File: src/sar_seq_pkg.sv
// constants, register map and state encoding of the conversion sequencer
// assumes a single 200 MHz system clock and a 32-bit avalon-mm register port
package sar_seq_pkg;

  // ---------------------------------------------------------------------
  // data path
  // ---------------------------------------------------------------------
  localparam int RES_BITS = 8;
  localparam int CHAN_BITS = 3;
  localparam int CHAN_COUNT = 8;
  localparam logic [2:0] MSB_INDEX = 3'h7;
  localparam logic [2:0] LSB_INDEX = 3'h0;

  // ---------------------------------------------------------------------
  // timing
  // ---------------------------------------------------------------------
  localparam int CLK_FREQ_KHZ = 200000;
  localparam int CONV_FREQ_KHZ = 640;
  // round down so the conversion clock never runs slower than asked
  localparam int CONV_DIV_CYCLES = CLK_FREQ_KHZ / CONV_FREQ_KHZ;
  localparam int DIV_BITS = 16;

  // ---------------------------------------------------------------------
  // register map (byte addresses)
  // ---------------------------------------------------------------------
  localparam int ADDR_BITS = 4;
  localparam logic [3:0] CTRL_ADDR = 4'h0;
  localparam logic [3:0] STATUS_ADDR = 4'h4;
  localparam logic [3:0] RESULT_ADDR = 4'h8;
  localparam logic [3:0] DIV_ADDR = 4'hc;

  // control fields
  localparam int CTRL_START_BIT = 0;
  localparam int CTRL_LOOP_BIT = 1;
  // status fields
  localparam int STAT_DONE_BIT = 0;
  localparam int STAT_BUSY_BIT = 1;
  localparam int STAT_ABORT_BIT = 2;
  localparam int STAT_CHAN_LSB = 4;

  localparam logic [7:0] RESULT_RESET = 8'h00;
  localparam logic [2:0] CHAN_RESET = 3'h0;

  // ---------------------------------------------------------------------
  // sequencer states
  // ---------------------------------------------------------------------
  typedef enum logic [1:0] {
    ST_IDLE = 2'b00,
    ST_ARMED = 2'b01,
    ST_CONVERT = 2'b10,
    ST_FINISH = 2'b11
  } seq_state_t;

endpackage : sar_seq_pkg

File: src/sar_conversion_sequencer.sv
// control logic of an 8-bit successive-approximation converter with
// an 8-way input selector and avalon-mm registers
// assumes the ladder and comparator sit outside: this block drives the
// trial code and reads back one comparator bit through a synchroniser
//
// How it works
// - the result is positive-true binary, a high bit means its weight is in the code.
// - each conversion runs exactly eight approximation steps, one per result bit.
// - a rising edge on the start input clears the approximation register.
// - the approximation steps begin only once the start input falls again.
// - a start pulse during a conversion abandons it and restarts from a cleared register.
// - free-running mode feeds the done output back into start so each end starts the next.
// - done goes low between 0 and 8 conversion-clock periods after start rises.
// - codes step first at half an lsb above the bottom reference, then every lsb.
// - the result register updates one conversion-clock period before done rises.
// - the channel code is captured on the rising edge of the channel latch strobe.
// - the latched code, c line as msb, selects input 0 to 7 in binary order.
//
// The Avalon-MM slave port and the register addresses were decided locally.
`timescale 1ns/100ps

module sar_conversion_sequencer #(
  parameter int RES_W = sar_seq_pkg::RES_BITS,
  parameter int DIV_DEFAULT = sar_seq_pkg::CONV_DIV_CYCLES
) (
  // clock and reset
  input wire logic clk_i,
  input wire logic rstn_i,
  // avalon-mm register port
  input wire logic [sar_seq_pkg::ADDR_BITS-1:0] address_i,
  input wire logic read_i,
  input wire logic write_i,
  input wire logic [31:0] writedata_i,
  output logic [31:0] readdata_o,
  output logic waitrequest_o,
  // converter pins
  input wire logic start_conversion_pulse_i,
  input wire logic chan_latch_i,
  input wire logic [sar_seq_pkg::CHAN_BITS-1:0] chan_addr_i,
  input wire logic result_oe_req_i,
  output logic eoc_o,
  output logic [RES_W-1:0] result_o,
  output logic result_oe_o,
  // analog side
  input wire logic comparator_i,
  output logic [RES_W-1:0] approximation_register_o,
  output logic [sar_seq_pkg::CHAN_COUNT-1:0] analog_input_sel_o
);

  // ---------------------------------------------------------------------
  // pin synchronisers
  // ---------------------------------------------------------------------
  localparam int SYNC_W = 4 + sar_seq_pkg::CHAN_BITS;

  logic [SYNC_W-1:0] pin_meta_r;
  logic [SYNC_W-1:0] pin_sync_r;
  wire logic [SYNC_W-1:0] pin_raw = {start_conversion_pulse_i, chan_latch_i, result_oe_req_i,
                                     comparator_i, chan_addr_i};

  always_ff @(posedge clk_i or negedge rstn_i)
  begin
    if (!rstn_i)
    begin
      pin_meta_r <= '0;
      pin_sync_r <= '0;
    end
    else
    begin
      pin_meta_r <= pin_raw;
      pin_sync_r <= pin_meta_r;
    end
  end

  wire logic start_pin = pin_sync_r[SYNC_W-1];
  wire logic latch_pin = pin_sync_r[SYNC_W-2];
  wire logic oe_pin = pin_sync_r[SYNC_W-3];
  wire logic comp_pin = pin_sync_r[SYNC_W-4];
  wire logic [sar_seq_pkg::CHAN_BITS-1:0] chan_pin = pin_sync_r[sar_seq_pkg::CHAN_BITS-1:0];

  // ---------------------------------------------------------------------
  // register port decode
  // ---------------------------------------------------------------------
  logic wait_r;
  logic [31:0] rdata_r;
  logic loop_en_r;
  logic sw_start_r;
  logic abort_r;
  logic [sar_seq_pkg::DIV_BITS-1:0] div_r;

  // a request is answered in the second cycle it is held; that edge commits it
  wire logic req = read_i | write_i;
  wire logic wait_nxt = ~(req & wait_r);
  wire logic commit = req & ~wait_r;
  wire logic wr_commit = write_i & ~wait_r;
  wire logic hit_ctrl = address_i == sar_seq_pkg::CTRL_ADDR;
  wire logic hit_stat = address_i == sar_seq_pkg::STATUS_ADDR;
  wire logic hit_res = address_i == sar_seq_pkg::RESULT_ADDR;
  wire logic hit_div = address_i == sar_seq_pkg::DIV_ADDR;
  wire logic wr_ctrl = wr_commit & hit_ctrl;
  wire logic wr_stat = wr_commit & hit_stat;
  wire logic wr_div = wr_commit & hit_div;

  // ---------------------------------------------------------------------
  // conversion clock
  // ---------------------------------------------------------------------
  logic [sar_seq_pkg::DIV_BITS-1:0] div_cnt_r;
  // a zero divider would stop the sequencer, so it acts as one
  wire logic conv_tick = (div_cnt_r == '0);
  wire logic [sar_seq_pkg::DIV_BITS-1:0] div_load = (div_r == '0) ? '0 : div_r - 1'b1;

  // ---------------------------------------------------------------------
  // start detection
  // ---------------------------------------------------------------------
  sar_seq_pkg::seq_state_t state_r;
  logic start_q_r;
  logic eoc_r;

  // done only reaches start when the loop is enabled, and done leaves reset
  // low, so the loop needs one outside pulse to get going
  wire logic loop_start = loop_en_r & eoc_r;
  wire logic start_level = start_pin | sw_start_r | loop_start;
  wire logic start_rise = start_level & ~start_q_r;
  wire logic start_fall = ~start_level & start_q_r;
  wire logic busy = state_r != sar_seq_pkg::ST_IDLE;
  wire logic abort_evt = start_rise & (state_r == sar_seq_pkg::ST_CONVERT);
  // restart the divider as the steps begin, so the first trial is shown a
  // full period before the comparator is sampled; the divider must be at
  // least 3 to cover the comparator synchroniser
  wire logic conv_begin = start_fall & (state_r == sar_seq_pkg::ST_ARMED);

  always_ff @(posedge clk_i or negedge rstn_i)
  begin
    if (!rstn_i)
      div_cnt_r <= '0;
    else
      div_cnt_r <= (conv_tick | conv_begin) ? div_load : div_cnt_r - 1'b1;
  end

  always_ff @(posedge clk_i or negedge rstn_i)
  begin
    if (!rstn_i)
      start_q_r <= 1'b0;
    else
      start_q_r <= start_level;
  end

  // ---------------------------------------------------------------------
  // approximation sequencer
  // ---------------------------------------------------------------------
  logic [RES_W-1:0] sar_r;
  logic [2:0] bit_r;
  logic [RES_W-1:0] result_r;

  // the ladder adds half an lsb below the trial level, so a kept bit means
  // the input is at or above that step; the code itself is the trial
  wire logic [RES_W-1:0] trial_bit = {{(RES_W-1){1'b0}}, 1'b1} << bit_r;
  wire logic [RES_W-1:0] next_bit = trial_bit >> 1;
  wire logic [RES_W-1:0] decided = comp_pin ? sar_r : (sar_r & ~trial_bit);
  wire logic last_step = bit_r == sar_seq_pkg::LSB_INDEX;

  sar_seq_pkg::seq_state_t state_nxt;
  logic [RES_W-1:0] sar_nxt;
  logic [2:0] bit_nxt;
  logic eoc_nxt;
  logic [RES_W-1:0] result_nxt;

  always_comb
  begin
    state_nxt = state_r;
    sar_nxt = sar_r;
    bit_nxt = bit_r;
    eoc_nxt = eoc_r;
    result_nxt = result_r;
    if (start_rise)
    begin
      // clear at once and pull done low in the same cycle, so the low
      // comes zero conversion-clock periods after start rises
      sar_nxt = '0;
      eoc_nxt = 1'b0;
      state_nxt = sar_seq_pkg::ST_ARMED;
    end
    else
    begin
      case (state_r)
        sar_seq_pkg::ST_ARMED:
        begin
          if (start_fall)
          begin
            // steps start only after start has dropped
            sar_nxt = {1'b1, {(RES_W-1){1'b0}}};
            bit_nxt = sar_seq_pkg::MSB_INDEX;
            state_nxt = sar_seq_pkg::ST_CONVERT;
          end
        end
        sar_seq_pkg::ST_CONVERT:
        begin
          if (conv_tick)
          begin
            // one decision per conversion-clock period, eight in all
            sar_nxt = decided | next_bit;
            bit_nxt = bit_r - 3'h1;
            if (last_step)
            begin
              sar_nxt = decided;
              // result lands one period ahead of done
              result_nxt = decided;
              state_nxt = sar_seq_pkg::ST_FINISH;
            end
          end
        end
        sar_seq_pkg::ST_FINISH:
        begin
          if (conv_tick)
          begin
            eoc_nxt = 1'b1;
            state_nxt = sar_seq_pkg::ST_IDLE;
          end
        end
        default:
        begin
          state_nxt = sar_seq_pkg::ST_IDLE;
        end
      endcase
    end
  end

  always_ff @(posedge clk_i or negedge rstn_i)
  begin
    if (!rstn_i)
    begin
      state_r <= sar_seq_pkg::ST_IDLE;
      sar_r <= sar_seq_pkg::RESULT_RESET;
      bit_r <= sar_seq_pkg::MSB_INDEX;
      eoc_r <= 1'b0;
      result_r <= sar_seq_pkg::RESULT_RESET;
    end
    else
    begin
      state_r <= state_nxt;
      sar_r <= sar_nxt;
      bit_r <= bit_nxt;
      eoc_r <= eoc_nxt;
      result_r <= result_nxt;
    end
  end

  // ---------------------------------------------------------------------
  // channel latch and selector
  // ---------------------------------------------------------------------
  logic latch_q_r;
  logic [sar_seq_pkg::CHAN_BITS-1:0] chan_r;
  logic [sar_seq_pkg::CHAN_COUNT-1:0] sel_r;
  wire logic latch_rise = latch_pin & ~latch_q_r;
  logic [sar_seq_pkg::CHAN_COUNT-1:0] sel_nxt;

  // code bit 2 is the c line, so input n is picked by binary n
  for (genvar g = 0; g < sar_seq_pkg::CHAN_COUNT; g++)
  begin : g_sel
    assign sel_nxt[g] = chan_r == (sar_seq_pkg::CHAN_BITS)'(g);
  end

  always_ff @(posedge clk_i or negedge rstn_i)
  begin
    if (!rstn_i)
    begin
      latch_q_r <= 1'b0;
      chan_r <= sar_seq_pkg::CHAN_RESET;
      sel_r <= '0;
    end
    else
    begin
      latch_q_r <= latch_pin;
      if (latch_rise)
        chan_r <= chan_pin;
      sel_r <= sel_nxt;
    end
  end

  // ---------------------------------------------------------------------
  // software registers
  // ---------------------------------------------------------------------
  logic [31:0] rdata_nxt;
  wire logic [31:0] ctrl_word = {30'h0, loop_en_r, 1'b0};
  wire logic [31:0] stat_word = {25'h0, chan_r, 1'b0, abort_r, busy, eoc_r};
  wire logic [31:0] res_word = {{(32-RES_W){1'b0}}, result_r};
  wire logic [31:0] div_word = {{(32-sar_seq_pkg::DIV_BITS){1'b0}}, div_r};

  always_comb
  begin
    if (hit_ctrl)
      rdata_nxt = ctrl_word;
    else if (hit_stat)
      rdata_nxt = stat_word;
    else if (hit_res)
      rdata_nxt = res_word;
    else if (hit_div)
      rdata_nxt = div_word;
    else
      rdata_nxt = 32'h0000_0000;
  end

  always_ff @(posedge clk_i or negedge rstn_i)
  begin
    if (!rstn_i)
    begin
      wait_r <= 1'b1;
      rdata_r <= 32'h0000_0000;
      loop_en_r <= 1'b0;
      sw_start_r <= 1'b0;
      abort_r <= 1'b0;
      div_r <= sar_seq_pkg::DIV_BITS'(DIV_DEFAULT);
    end
    else
    begin
      wait_r <= wait_nxt;
      if (read_i & wait_r)
        rdata_r <= rdata_nxt;
      // a one-cycle pulse gives the sequencer both a rising and a falling edge
      sw_start_r <= wr_ctrl & writedata_i[sar_seq_pkg::CTRL_START_BIT];
      if (wr_ctrl)
        loop_en_r <= writedata_i[sar_seq_pkg::CTRL_LOOP_BIT];
      if (wr_div)
        div_r <= writedata_i[sar_seq_pkg::DIV_BITS-1:0];
      // a new abort wins over a write-one-to-clear in the same cycle
      if (abort_evt)
        abort_r <= 1'b1;
      else if (wr_stat & writedata_i[sar_seq_pkg::STAT_ABORT_BIT])
        abort_r <= 1'b0;
    end
  end

  // ---------------------------------------------------------------------
  // outputs
  // ---------------------------------------------------------------------
  logic oe_r;
  logic [RES_W-1:0] result_pin_r;

  always_ff @(posedge clk_i or negedge rstn_i)
  begin
    if (!rstn_i)
    begin
      oe_r <= 1'b0;
      result_pin_r <= sar_seq_pkg::RESULT_RESET;
    end
    else
    begin
      oe_r <= oe_pin;
      // no inversion on the way out: high means the weight is present
      result_pin_r <= result_nxt;
    end
  end

  assign readdata_o = rdata_r;
  assign waitrequest_o = wait_r;
  assign eoc_o = eoc_r;
  assign result_o = result_pin_r;
  assign result_oe_o = oe_r;
  assign approximation_register_o = sar_r;
  assign analog_input_sel_o = sel_r;

endmodule : sar_conversion_sequencer

File: config.mk
export PLATFORM = sky130hd
export DESIGN_NAME = sar_conversion_sequencer
export DESIGN_NICKNAME = d
export VERILOG_FILES = /design/src/sar_seq_pkg.sv /design/src/sar_conversion_sequencer.sv
export SDC_FILE = /design/constraint.sdc
export NUM_CORES = 1
export LEC_CHECK = 0
export CORE_MARGIN = 2
export CORE_UTILIZATION = 40
export DETAILED_ROUTE_END_ITERATION = 16
export DONT_BUFFER_PORTS = 1
export PLACE_DENSITY = 0.53
export SLEW_MARGIN = 20
export SYNTH_ARGS = -nofsm -noshare
export SYNTH_HDL_FRONTEND = slang
export SYNTH_SLANG_ARGS = --single-unit
export TNS_END_PERCENT = 20
File: constraint.sdc
create_clock -name clk_i -period 4.76 [get_ports clk_i]
set_input_delay 0.714 -clock clk_i [delete_from_list [all_inputs] [get_ports clk_i]]
set_output_delay 0.714 -clock clk_i [all_outputs]
set_load 0.01 [all_outputs]
==> flow_summary.ini <==
[timing]
setup_viol = 0
rsz0062_at_grt = false
timing.final.crit_period_ns = 2.70
slew_violations = 0
slew_headroom_pct = 50.9
fin_worst_skew_ns = 0.00881
finalWorstSetupSlack_ns = 2.06
finalSetupTns_ns = 0
period_share_pct = 56.7
hold_viol_final = 0
worst_slew_pin_slew_ns = 0.734
fmax_mhz = 370

[clock_network]
clk_path_buf_depth = 2
cts_root_buf = clkbuf_16
cts_made_buffers = 9
clk_pin_slew_worst_paths_ns = 0.06
postCtsSetupBuffers = 0
cts_resized = 0
ctsHoldBuffers = 0
cts_tree = done
clk_latency_ns = 0.36
htree_levels = 3
clock-sinks = 102

[power]
power_density_mw_per_mm2 = 488
power.total_mw = 2.60
leakage_nw = 2.32
ir_worst_vdd_mv = 0.162

[logic_synthesis]
netlist.area_leader.share_pct = 47.3
synth_compound_area_share_pct = 11.5
yosysTopAreaCell = dfrtp_1
ys_top_cells_by_area = dfrtp_1, mux2_2, dfstp_2
synth_top_family_by_area = simple AND/OR/NAND/NOR gates
synthCells = 435
yosysUniqueCellTypes = 57
synth-warning-count = 0
yosysSeqAreaShare_pct = 51.6
synth-edff-count = 0
synth-seq-cells = 102
synth_ff_type = dfrtp_1
syn_area_mm2 = 0.00497
postSynthAreaPerCell_um2 = 11.4
async_flop_share_pct = 100
synth_common_cells = dfrtp_1, nand2_1, mux2_2, o21ai_0, nor2_1
synthMuxAreaShare_pct = 9.04
synth-xor-area-share_pct = 4.05
synth_adder_area_share_pct = 3.53
synth.most_common_cell = dfrtp_1
synth-simple-area-share_pct = 15.1

[drt]
drc_errors = 0
drt_iter0_markers = 185
vias = 3185
drt_pass1_iterations = 5
via_per_inst = 5.31
wl_per_cell_um = 18.5
antenna_left = 0
wirelength_um = 11100

[worst_setup_path]
crit_slowest_cell = nand2_1
crit_path_max_fanout = 18
cp.required_ns = 5.01
critPathBufInv = 1
worst_ep_arrival_time_ns = 2.95
max_stage_delay_ns = 0.64
endpoint_kind = flip-flop
worst-setup-path-type = flip-flop to flip-flop
crit_path_start_kind = flip-flop
cp_top_family = simple AND/OR/NAND/NOR gates
crit_top_cell = nand2_1
crit_chain = inv_1, ha_1, nor4b_4, nand4_4, nand2_1, nand2_1, o22ai_1

[finish]
layout.nets = 488
drive_gt1_share_pct = 15.3
final_area_mm2 = 0.00533
n_fill_cell = 1153
utilization_pct = 44.2
n_antenna_cell = 0
areaGrowthSynthToFinish_pct = 7.23

[floorplan]
io-pin-count = 106
die_width_um = 115
die_y_um = 115
num_rows = 40
start_util_pct = 41.2
dieArea_mm2 = 0.0133
core_mm2 = 0.0121

[place]
dpl.hpwl_um = 7970
place.port_buffers = 0
dpl_cell_area_mm2 = 0.00504
gp_congestion = 0.830
dpl_worst_slack_ns = 2.00

[status]
run_status = finished clean

[global_routing]
grt_pass1_vias = 3288
antenna_found_initial = 0
overflow = 0
grt_pass1_wl_um = 18000
grt_usage_pct = 18.1
grt_max_degree = 103

[flow_run]
max_cap_violations = 0

[worst_hold_path]
worstHoldPathType = input port to asynchronous set/reset pin
flip-flops by register name, indices dropped and copies added (netlist names):
signal	flops
div_cnt_r	16
div_r	16
readdata_o	16
analog_input_sel_o	8
approximation_register_o	8
result_o	8
pin_meta_r	7
pin_sync_r	7
bit_r	3
chan_r	3
state_r	2
abort_r	1
eoc_o	1
latch_q_r	1
loop_en_r	1
result_oe_o	1
start_q_r	1
sw_start_r	1
waitrequest_o	1
layout make-up:
type	instances	area, um^2	area share (%)
sequential	102	2560	48.1
multi-input combinational	298	2210	41.4
tap	168	210	3.95
clock inverter	3	17.5	0.329
clock buffer	13	270	5.07
inverter	16	60.1	1.13
stage by stage:
stage               hold slack [ns]  instances
floorplan                     0.331        450
global placement              0.335        584
detailed placement            0.335        584
CTS                          0.0371        600
global route                 0.0368        600
finish                       0.0495        600
per-layer routing:
layer / share of wire (%) / vias up / global-route usage (%)
li1: - / 1498 / -
met1: 45 / 1604 / 23.5
met2: 47 / 68 / 28.2
met3: 5.0 / 15 / 4.97
met4: 2.3 / 0 / 8.59
met5: 0 / - / 0
cells by family after synthesis:
kind of cell               Yosys count
buffers and inverters               50
adders and majority gates           14
muxes                               40
xor gates and xnor gates            23
and+or+nand+nor                    120
DFF                                102
other                                1
AOI/OAI and AO/OA                   85
where the power goes:
group / switching (mW) / internal, mW
registers: 0.220 / 1.03
clock network: 0.316 / 0.396
logic: 0.323 / 0.318
total: 0.859 / 1.74
cell usage in the layout, fill, tap and decap left out, types with 8 or more instances in the layout:
| cell type | n |
|---|---|
| a21oi_1 | 9 |
| a22o_1 | 11 |
| xnor2_1 | 12 |
| mux2_2 | 26 |
| ha_1 | 14 |
| o21ai_0 | 25 |
| nand3_1 | 8 |
| nand2_1 | 31 |
| nor2b_1 | 9 |
| o22ai_1 | 9 |
| mux2i_1 | 10 |
| dfrtp_1 | 94 |
| xor2_1 | 11 |
| dfstp_2 | 8 |
| inv_1 | 16 |
| conb_1 | 16 |
| nor2_1 | 19 |
| clkbuf_16 | 9 |
path summary, 6_finish.rpt:
check / end / depth (start not counted) / slack, ns / startpoint
max: div_cnt_r[9]$_DFF_PN0_ / 7 / 2.06 / div_cnt_r[0]$_DFF_PN0_
max in group asynchronous: div_r[4]$_DFFE_PN1P_ / 0 / 4.48 / rstn_i
min in group clk_i: pin_sync_r[1]$_DFF_PN0_ / 0 / 0.35 / pin_meta_r[1]$_DFF_PN0_
min: result_oe_o$_DFF_PN0_ / 0 / 0.05 / rstn_i
min reg2reg: pin_sync_r[1]$_DFF_PN0_ / 0 / 0.35 / pin_meta_r[1]$_DFF_PN0_
max reg2reg: div_cnt_r[9]$_DFF_PN0_ / 7 / 2.06 / div_cnt_r[0]$_DFF_PN0_
(Power assumes the default switching activity.)
